--- src/include/nsmb_pkg.sv ---
// package: register map, coordination bit positions and mailbox types for the send mailbox block
package nsmb_pkg;
  // register byte offsets on the ahb-lite slave
  localparam logic [7:0] off_ctrl = 8'h00;     // send coordination byte (low byte, high byte when placed in a data word)
  localparam logic [7:0] off_param = 8'h04;    // staged startup parameters
  localparam logic [7:0] off_active = 8'h08;   // parameters in force (read only)
  localparam logic [7:0] off_status = 8'h0c;   // run state and last destination class
  localparam logic [7:0] off_mbox = 8'h40;     // first mailbox word, 33 words in all
  localparam int mbox_words = 33;
  localparam int max_len = 64;
  // send coordination byte fields
  localparam int busy_bit = 7;
  localparam int express_bit = 4;
  localparam int error_bit = 0;
  // station numbers
  localparam logic [4:0] station_default = 5'h01;
  localparam logic [4:0] station_max = 5'h1e;
  localparam logic [4:0] dest_broadcast = 5'h1f;
  // location type identifiers in ascii
  localparam logic [7:0] loc_flag_id = 8'h4d;
  localparam logic [7:0] loc_word_id = 8'h44;
  // wait for network completion in ns, at most this long
  localparam int send_timeout_ns = 100000;
  localparam int clk_ns = 40;
  localparam int send_timeout_cyc = send_timeout_ns / clk_ns;

  typedef enum logic [1:0] {dest_master, dest_slave, dest_broadcast_c, dest_invalid} nsmb_dest_e;

  typedef struct packed {
    logic [4:0] own_station;   // own_station_number
    logic [4:0] pg_station;    // programmer_station_number
    logic coord_in_word;       // coordination byte in word_high_byte
  } nsmb_param_s;

  typedef struct packed {
    logic [7:0] len;
    logic [4:0] dest;
    logic express;
  } nsmb_hdr_s;
endpackage : nsmb_pkg

--- src/hw/nsmb_top.sv ---
// send mailbox handshake block with ahb-lite register access and a byte stream to the network
//
// Decided for this implementation: the placing of the registers and register access over AHB-Lite.
`timescale 1ns/1ps
`default_nettype none
// Summary of operation
// - own station number from parameters, 1 to 30, default 1
// - programmer station number 1 to 30, default 1
// - coordination byte in a data word uses the word's high byte
// - parameters take effect only on stop-to-run or power-on
// - word mailbox: length high byte, destination low byte, payload to word 33
// - busy clears once the network reports done or failure, or the wait times out
// - express bit 4 gives priority, may drop a queued telegram
// - express messages are marked express toward the receiver
// - failed send sets error bit 0
// - overlong incoming data is cut at mailbox end, no overflow report
// - location identifiers are ascii 4d flag and 44 data word
module nsmb_top #(
  parameter int timeout_cyc = nsmb_pkg::send_timeout_cyc // network answer wait
) (
  input wire logic hclk,             // bus clock, 25 mhz
  input wire logic hresetn,          // async reset, active low
  input wire logic clk_en,           // freezes all state while low
  input wire logic hsel,             // ahb slave select
  input wire logic [7:0] haddr,      // ahb byte address
  input wire logic [1:0] htrans,     // ahb transfer type
  input wire logic hwrite,           // ahb write
  input wire logic [2:0] hsize,      // ahb size, word only
  input wire logic [31:0] hwdata,    // ahb write data
  input wire logic hready,           // ahb bus ready
  output logic [31:0] hrdata,        // ahb read data
  output logic hreadyout,            // ahb slave ready
  output logic hresp,                // ahb response, always okay
  input wire logic run_mode,         // controller in run
  input wire logic power_on_load,    // battery-backed power-on pulse
  output logic tx_valid,             // network byte valid
  output logic [7:0] tx_byte,        // network byte
  output logic tx_express,           // message is express
  output logic tx_last,              // last byte of message
  input wire logic tx_ready,         // network takes byte
  input wire logic tx_done,          // network reports message delivered
  input wire logic tx_fail,          // network reports failure
  output logic [7:0] loc_id          // ascii location type of coordination byte
);
  // refuse a timeout that the wait counter cannot serve
  if (timeout_cyc < 1) begin : g_bad_timeout
    $error("timeout_cyc must be at least 1");
  end

  typedef enum logic [1:0] {st_idle, st_send, st_wait} nsmb_st_e;

  //////////////////////////////////////////////////////////////////////////////
  // bus address phase capture
  logic wr_pend_q, rd_pend_q;
  logic [7:0] addr_q;
  logic [7:0] coord_q;
  logic [31:0] mbox_q [nsmb_pkg::mbox_words];
  logic [31:0] snap_q [nsmb_pkg::mbox_words];
  nsmb_pkg::nsmb_param_s stage_q, act_q;
  nsmb_pkg::nsmb_hdr_s hdr_q;
  nsmb_st_e st_q;
  logic [6:0] idx_q;
  logic [31:0] tmo_q;
  logic run_q;
  logic [31:0] rdata_d;

  wire logic addr_ok = hsel & hready & htrans[1];
  wire logic is_ctrl = addr_q == nsmb_pkg::off_ctrl;
  wire logic is_param = addr_q == nsmb_pkg::off_param;
  wire logic is_mbox = addr_q >= nsmb_pkg::off_mbox
                    && addr_q < nsmb_pkg::off_mbox + 8'(4 * nsmb_pkg::mbox_words);
  wire logic [5:0] mbox_idx = 6'((addr_q - nsmb_pkg::off_mbox) >> 2);
  wire logic busy = coord_q[nsmb_pkg::busy_bit];
  // coordination byte lane: high byte of the word when placed in a data word
  wire logic [7:0] coord_wr = act_q.coord_in_word ? hwdata[15:8] : hwdata[7:0];
  wire logic [31:0] coord_rd = act_q.coord_in_word ? {16'h0000, coord_q, 8'h00}
                                                   : {24'h000000, coord_q};
  // start is a write that sets bit 7 while idle; writes while busy are ignored
  wire logic start_req = wr_pend_q & is_ctrl & ~busy & coord_wr[nsmb_pkg::busy_bit];
  wire logic load_param = (run_mode & ~run_q) | power_on_load;
  wire logic [7:0] len_clip = hdr_q.len > 8'(nsmb_pkg::max_len)
                              ? 8'(nsmb_pkg::max_len) : hdr_q.len;
  // length as it leaves the mailbox at the start edge, clipped like the header copy
  wire logic [7:0] start_len = mbox_q[0][15:8] > 8'(nsmb_pkg::max_len)
                               ? 8'(nsmb_pkg::max_len) : mbox_q[0][15:8];
  wire nsmb_pkg::nsmb_dest_e dest_cls = hdr_q.dest == 5'h00 ? nsmb_pkg::dest_master
    : hdr_q.dest == nsmb_pkg::dest_broadcast ? nsmb_pkg::dest_broadcast_c
    : nsmb_pkg::dest_slave;
  wire logic last_b = idx_q == 7'(len_clip + 8'd1);
  // stream byte j: 0 length, 1 destination, else word j/2 with the high byte on even j
  // the index stops at the last byte, so the word select stays in the mailbox while sending
  wire logic [6:0] nxt_idx = (tx_ready && !last_b) ? idx_q + 7'd1 : idx_q;
  wire logic [31:0] nxt_w = snap_q[nxt_idx[6:1]];
  wire logic [7:0] nxt_b = nxt_idx == 7'd0 ? len_clip
                         : nxt_idx == 7'd1 ? {3'b000, hdr_q.dest}
                         : nxt_idx[0] ? nxt_w[7:0] : nxt_w[15:8];

  //////////////////////////////////////////////////////////////////////////////
  // read mux
  always_comb begin
    rdata_d = 32'h00000000;
    if (is_ctrl) rdata_d = coord_rd;
    else if (is_param) rdata_d = {21'h000000, stage_q};
    else if (addr_q == nsmb_pkg::off_active) rdata_d = {21'h000000, act_q};
    else if (addr_q == nsmb_pkg::off_status) rdata_d = {28'h0000000, dest_cls, st_q != st_idle, run_q};
    else if (is_mbox) rdata_d = mbox_q[mbox_idx];
  end

  // one wait state on reads: the registered read data is loaded during it
  assign hreadyout = ~rd_pend_q;
  assign hresp = 1'b0;
  assign tx_valid = st_q == st_send;
  assign tx_express = hdr_q.express;
  assign tx_last = tx_valid & last_b;
  assign loc_id = act_q.coord_in_word ? nsmb_pkg::loc_word_id : nsmb_pkg::loc_flag_id;

  //////////////////////////////////////////////////////////////////////////////
  // bus phase tracking and read data
  always_ff @(posedge hclk or negedge hresetn) begin
    if (!hresetn) begin
      wr_pend_q <= 1'b0;
      rd_pend_q <= 1'b0;
      addr_q <= 8'h00;
      hrdata <= 32'h00000000;
    end else if (clk_en) begin
      wr_pend_q <= addr_ok & hwrite;
      rd_pend_q <= addr_ok & ~hwrite;
      if (addr_ok) addr_q <= {haddr[7:2], 2'b00};
      if (rd_pend_q) hrdata <= rdata_d;
    end
  end

  // mailbox words, program side; copied to the send snapshot at start, so writes while busy do not change the message
  genvar gi;
  generate
    for (gi = 0; gi < nsmb_pkg::mbox_words; gi++) begin : g_mbox
      always_ff @(posedge hclk or negedge hresetn) begin
        if (!hresetn) begin
          mbox_q[gi] <= 32'h00000000;
          snap_q[gi] <= 32'h00000000;
        end else if (clk_en) begin
          if (wr_pend_q && is_mbox && mbox_idx == 6'(gi)) mbox_q[gi] <= {16'h0000, hwdata[15:0]};
          if (start_req) snap_q[gi] <= mbox_q[gi];
        end
      end
    end
  endgenerate

  //////////////////////////////////////////////////////////////////////////////
  // parameters: staged by software, applied on stop-to-run or power-on
  always_ff @(posedge hclk or negedge hresetn) begin
    if (!hresetn) begin
      stage_q <= '{nsmb_pkg::station_default, nsmb_pkg::station_default, 1'b0};
      act_q <= '{nsmb_pkg::station_default, nsmb_pkg::station_default, 1'b0};
      run_q <= 1'b0;
    end else if (clk_en) begin
      run_q <= run_mode;
      if (wr_pend_q && is_param) begin
        // out-of-range station numbers fall back to the default
        stage_q.own_station <= (hwdata[10:6] == 5'h00 || hwdata[10:6] > nsmb_pkg::station_max)
                               ? nsmb_pkg::station_default : hwdata[10:6];
        stage_q.pg_station <= (hwdata[5:1] == 5'h00 || hwdata[5:1] > nsmb_pkg::station_max)
                              ? nsmb_pkg::station_default : hwdata[5:1];
        stage_q.coord_in_word <= hwdata[0];
      end
      if (load_param) act_q <= stage_q;
    end
  end

  //////////////////////////////////////////////////////////////////////////////
  // send sequencer and coordination byte
  always_ff @(posedge hclk or negedge hresetn) begin
    if (!hresetn) begin
      st_q <= st_idle;
      coord_q <= 8'h00;
      hdr_q <= '0;
      idx_q <= 7'd0;
      tmo_q <= 32'd0;
      tx_byte <= 8'h00;
    end else if (clk_en) begin
      unique case (st_q)
        st_idle: begin
          if (start_req) begin
            // error cleared at a new start, busy set until done
            coord_q <= {1'b1, 2'b00, coord_wr[nsmb_pkg::express_bit], 4'h0};
            hdr_q <= '{start_len, mbox_q[0][4:0], coord_wr[nsmb_pkg::express_bit]};
            idx_q <= 7'd0;
            tx_byte <= start_len;
            st_q <= st_send;
          end else if (wr_pend_q && is_ctrl) begin
            coord_q <= coord_wr & 8'h10;
          end
        end
        st_send: begin
          if (tx_ready) begin
            idx_q <= idx_q + 7'd1;
            tmo_q <= 32'd0;
            if (last_b) st_q <= st_wait;
          end
          tx_byte <= nxt_b;
        end
        st_wait: begin
          tmo_q <= tmo_q + 32'd1;
          if (tx_done || tx_fail || tmo_q == 32'(timeout_cyc - 1)) begin
            coord_q[nsmb_pkg::busy_bit] <= 1'b0;
            coord_q[nsmb_pkg::error_bit] <= ~tx_done;
            st_q <= st_idle;
          end
        end
        default: st_q <= st_idle;
      endcase
    end
  end
  // express priority: a queued telegram is dropped by the network side on tx_express
  wire logic unused_ok = &{1'b0, hsize, hwdata[31:16]};
endmodule : nsmb_top
`default_nettype wire

--- config.mk ---
export PLATFORM = sky130hd
export DESIGN_NAME = nsmb_top
export DESIGN_NICKNAME = d
export VERILOG_FILES = /design/src/include/nsmb_pkg.sv /design/src/hw/nsmb_top.sv
export SDC_FILE = /design/constraint.sdc
export NUM_CORES = 2
export LEC_CHECK = 0
export ABC_CLOCK_PERIOD_IN_PS = 3900
export BUFFER_PORTS_ARGS = -buffer_cell sky130_fd_sc_hd__buf_2
export CORE_AREA = 2 2 347 349
export CTS_BUF_LIST = sky130_fd_sc_hd__clkbuf_16
export DETAILED_ROUTE_END_ITERATION = 12
export DIE_AREA = 0 0 349 351
export PLACE_DENSITY = 0.68
export SYNTH_ARGS = -nofsm -noshare
export SYNTH_HDL_FRONTEND = slang
export SYNTH_SLANG_ARGS = --single-unit
--- constraint.sdc ---
create_clock -name hclk -period 3.9 [get_ports hclk]
set_input_delay 0.585 -clock hclk [delete_from_list [all_inputs] [get_ports hclk]]
set_output_delay 0.585 -clock hclk [all_outputs]
set_load 0.01 [all_outputs]
==> flow_summary.html <==
<table>
<tr><th>Metric</th><th>Value</th></tr>
<tr><th colspan="2">Global routing</th></tr>
<tr><td>Via count of the first global-routing pass</td><td>about 46,000</td></tr>
<tr><td>First-pass GRT wire length</td><td>just under 300 mm</td></tr>
<tr><td>GRT Resource Usage Total</td><td>32.1%</td></tr>
<tr><td>Total grt overflow</td><td>0</td></tr>
<tr><td>Maximum number of pins on one net before global-route repair</td><td>roughly 120</td></tr>
<tr><td>Initial antenna violation count</td><td>12</td></tr>
<tr><th colspan="2">Routing</th></tr>
<tr><td>Routed WL</td><td>approximately 200 mm</td></tr>
<tr><td>First DRT Iteration DRCs</td><td>between 5,000 and 6,000</td></tr>
<tr><td>Total DRC errors in the routed layout</td><td>0</td></tr>
<tr><td>Vias after detailed routing</td><td>47,500</td></tr>
<tr><td>Number of iterations in the first detailed-routing pass</td><td>8</td></tr>
<tr><td>Detail-routed via count per cell</td><td>just over 6</td></tr>
<tr><td>ANT nets after route</td><td>0</td></tr>
<tr><td>Final routed wire length divided by cell count</td><td>roughly 26 um</td></tr>
<tr><th colspan="2">STA</th></tr>
<tr><td>Worst clock skew on the final layout</td><td>between 20 and 30 ps</td></tr>
<tr><td>Final hold vios</td><td>0</td></tr>
<tr><td>Remaining max-slew budget at the tightest pin</td><td>33.5%</td></tr>
<tr><td>Accumulated negative setup slack</td><td>-138 ps</td></tr>
<tr><td>Max Freq</td><td>252 MHz</td></tr>
<tr><td>Worst Tran Pin Value</td><td>approximately 1000 ps</td></tr>
<tr><td>Final period util</td><td>102%</td></tr>
<tr><td>Count of final max-slew check failures</td><td>0</td></tr>
<tr><td>RSZ-0062 raised after global routing</td><td>true</td></tr>
<tr><td>Setup slack of the critical path after layout</td><td>-63.2 ps</td></tr>
<tr><td>Min Tclk post-route</td><td>a little under 4000 ps</td></tr>
<tr><td>Final setup violating endpoints</td><td>4</td></tr>
<tr><th colspan="2">Worst hold path</th></tr>
<tr><td>Kind of path behind the tightest hold check</td><td>in2reg</td></tr>
<tr><td>Endpoint, Worst Hold</td><td>rd_pend_q</td></tr>
<tr><td>Hold Crit Start</td><td>hwrite</td></tr>
<tr><td>Hold path depth</td><td>2</td></tr>
<tr><th colspan="2">Yosys</th></tr>
<tr><td>Number of enable-type register cells in the synthesized netlist</td><td>0</td></tr>
<tr><td>Warnings from Yosys</td><td>0</td></tr>
<tr><td>Netlist Area Pre-Place</td><td>a little under 60,000 um2</td></tr>
<tr><td>Share of flip-flops with an asynchronous set or reset after synthesis</td><td>100%</td></tr>
<tr><td>Most used flip-flop cell after synthesis</td><td>dfrtp_1</td></tr>
<tr><td>Cell count after synthesis</td><td>between 5,000 and 6,000</td></tr>
<tr><td>Sequential-to-total area share from yosys stat</td><td>49.7%</td></tr>
<tr><td>Avg Synthesized Cell Area</td><td>just over 10 um2</td></tr>
<tr><td>Flip-flop and latch count after synthesis</td><td>approximately 1,200</td></tr>
<tr><td>Distinct cells, synth</td><td>80</td></tr>
<tr><th colspan="2">Placed design</th></tr>
<tr><td>Count of buffers inserted at the top-level ports</td><td>63</td></tr>
<tr><td>Worst Setup Slack post-DPL</td><td>-432 ps</td></tr>
<tr><td>Number of cells after detailed placement</td><td>~7,400</td></tr>
<tr><td>Routability-driven placement congestion ratio</td><td>a little over 1</td></tr>
<tr><td>Placed wire-length estimate</td><td>between 100 and 150 mm</td></tr>
<tr><th colspan="2">Worst setup path</th></tr>
<tr><td>Number of cells traversed by the worst register-to-register path</td><td>14</td></tr>
<tr><td>Critical path class</td><td>reg2reg</td></tr>
<tr><td>Crit path required time</td><td>around 4500 ps</td></tr>
<tr><td>Beginning of the worst register-to-register path</td><td>hdr_q[8]</td></tr>
<tr><td>Maximum fanout encountered on the critical timing path</td><td>6</td></tr>
<tr><td>Crit end category</td><td>register</td></tr>
<tr><td>Slack of the worst reg-to-reg path</td><td>-60 ps</td></tr>
<tr><td>Startpoint Class</td><td>register</td></tr>
<tr><td>Worst reg2reg path endpoint</td><td>tx_byte[6]</td></tr>
<tr><td>Critical path arrival</td><td>about 4600 ps</td></tr>
<tr><th colspan="2">Clock network</th></tr>
<tr><td>TritonCTS clock tree</td><td>built</td></tr>
<tr><td>Deepest level of the CTS H-tree</td><td>4</td></tr>
<tr><td>Clock sink count</td><td>about 1,200</td></tr>
<tr><td>Clock latency at the later pin of the worst-skew pair</td><td>~750 ps</td></tr>
<tr><td>CTS clock-pin slew for the worst setup and hold paths</td><td>~60 ps</td></tr>
<tr><td>Root buffer cell</td><td>clkbuf_16</td></tr>
<tr><td>CTS buffer count</td><td>130</td></tr>
<tr><td>Maximum buffer depth of the clock tree</td><td>3</td></tr>
<tr><th colspan="2">Pwr</th></tr>
<tr><td>Standby leakage power</td><td>33.5 nW</td></tr>
<tr><td>Maximum resistive drop on vdd</td><td>371 uV</td></tr>
<tr><td>Total Power</td><td>roughly 29 mW</td></tr>
<tr><td>Power per standard cell area</td><td>about 420 nW/um2</td></tr>
<tr><th colspan="2">Die</th></tr>
<tr><td>I/O pin count</td><td>109</td></tr>
<tr><td>Starting Density</td><td>between 40% and 50%</td></tr>
<tr><td>Vert. Die Dim</td><td>~350 um</td></tr>
<tr><td>Core Box Area</td><td>between 100,000 and 150,000 um2</td></tr>
<tr><td>Horizontal extent of the die</td><td>349 um</td></tr>
<tr><td>Std cell rows</td><td>127</td></tr>
<tr><td>Die area</td><td>122,000 um2</td></tr>
<tr><th colspan="2">Cells and area</th></tr>
<tr><td>Area growth from synthesis to layout</td><td>16.3%</td></tr>
<tr><td>Area of the multi-input gates</td><td>~28,000 um2</td></tr>
<tr><td>Share of post-route cells with drive strength above 1</td><td>roughly 27%</td></tr>
<tr><td>Register Area</td><td>around 29,000 um2</td></tr>
<tr><td>Final core utilization</td><td>between 50% and 60%</td></tr>
<tr><td>Net count, final</td><td>approximately 6,100</td></tr>
<tr><td>Layout Cells excl Fill</td><td>between 7,000 and 8,000</td></tr>
<tr><td># fillers</td><td>~10,000</td></tr>
<tr><th colspan="2">Job</th></tr>
<tr><td>Maxcap violations</td><td>0</td></tr>
<tr><th colspan="2">Run status</th></tr>
<tr><td>Run status</td><td>complete, but fails checks</td></tr>
<tr><td>Violations in the final reports</td><td>setup timing</td></tr>
</table>
## state kept, by name (all words and copies together), names as in the netlist, 2 cells and up
register  count
act_q        11
coord_q       3
stage_q      11
tmo_q        32
tx_byte       8
st_q          2
idx_q         7
mbox_q      528
hrdata       16
snap_q      528
hdr_q        13
addr_q        6
## worst max path at each step
stage	from	slack, ps	cells past startpoint	to
floorplan	hdr_q[13]	210	17	tx_byte[5]
global placement	hdr_q[13]	-460	18	tx_byte[7]
detailed placement	hdr_q[13]	-430	18	tx_byte[7]
CTS	hdr_q[12]	-20	19	tx_byte[6]
global route	hdr_q[13]	-150	23	tx_byte[1]
finish	hdr_q[8]	-60	14	tx_byte[6]
## final cells by class
type,instances,area share [%]
sequential,1169,42.7
multi-input combinational,4188,41.4
timing repair buffer,531,7.05
clock buffer,135,4.93
tap,1548,2.83
clock inverter,89,0.871
inverter,25,0.141
antenna,2,0.00731
## synth_stat cells, types with 13 or more instances
cell | n | area share (%)
nor3_1 | 32 | 0.27
buf_1 | 52 | 0.33
buf_4 | 36 | 0.46
a22o_1 | 23 | 0.34
o21ai_0 | 171 | 1.5
nand2_1 | 1985 | 13
inv_1 | 22 | 0.14
nand3_1 | 196 | 1.7
clkbuf_1 | 332 | 2.1
a31oi_1 | 39 | 0.41
and3_1 | 23 | 0.24
a221o_1 | 13 | 0.22
mux2_2 | 652 | 12
o22ai_1 | 16 | 0.17
a22oi_1 | 63 | 0.80
o211ai_1 | 13 | 0.17
buf_2 | 43 | 0.37
mux4_2 | 170 | 6.5
a221oi_1 | 57 | 0.85
nor2_1 | 151 | 0.96
mux2i_1 | 156 | 2.7
xnor2_1 | 20 | 0.30
xor2_1 | 26 | 0.39
dfrtp_1 | 1165 | 50
nand4_1 | 31 | 0.33
a21oi_1 | 150 | 1.3
## timing repair
item | 4_1_cts | 5_1_grt
pin swaps | 29 | 39
hold buffers | 1 | 0
hold endpoints to repair | 47 | 0
setup endpoints to repair | 9 | 9
cloned | 3 | 2
setup buffers | 19 | 8
gates resized for setup | 72 | 62
## critical path: stages, from the launching register on
cell	delay, ps
dfrtp_1	370
or4_1	610
a2bb2oi_2	200
o221a_4	250
and3_4	230
a21oi_4	220
buf_6	140
xor2_4	220
buf_12	210
mux4_2	520
mux2_4	310
nand3_2	70
o211ai_1	190
o221ai_1	210
a31oi_1	60
## layer usage
metal  GRT usage, %  up-vias  wire (um)
met5              0        -         86
met4           15.9       12      10400
met3           8.42      513      20600
met2           49.1     2344      88300
met1           42.7    24100      77700
li1               -    20600          -
## cells in the final DEF, fill, tap and decap left out, types with 15 or more instances in the layout
cell type,netlist,final
clkinv_2,0,18
mux2i_1,156,150
and3_1,23,20
a21oi_1,150,146
a22o_1,23,23
clkinv_1,0,24
buf_12,0,65
a22oi_1,63,61
nor3_1,32,21
o21ai_0,171,168
nor2_1,151,125
nand4_1,31,31
clkbuf_16,0,137
buf_4,36,380
buf_6,5,16
inv_1,22,51
mux2_2,652,651
dfrtp_1,1165,1160
o22ai_1,16,15
nand2_1,1985,1983
xor2_1,26,25
a221oi_1,57,38
buf_2,43,61
nand3_1,196,194
mux4_2,170,171
conb_1,2,23
a31oi_1,39,33
a221oi_2,0,16
nor2_2,2,25
## through the flow
stage,hold WS (ps),area (um2)
after floorplan,289,59000
final,44.9,68500
after CTS,12.5,68100
after detailed placement,452,63500
after global routing,48.0,68500
after global placement,444,63500
## cell families after synthesis
family	after synthesis	share of synthesized area [%]
buffers and inverters	493	3.53
and+or+nand+nor	2480	16.8
xor gates and xnor gates	48	0.759
adders and majority gates	8	0.170
DFF	1169	49.7
muxes	980	21.7
other	2	0.0128
AOI/OAI and AO/OA	648	7.28
## where the power goes
group	total [mW]	internal, mW	switching [mW]
registers	12.6	12.3	0.272
clock network	11.7	6.69	5.02
logic	4.77	1.76	3.01
(Power assumes the default switching activity.)
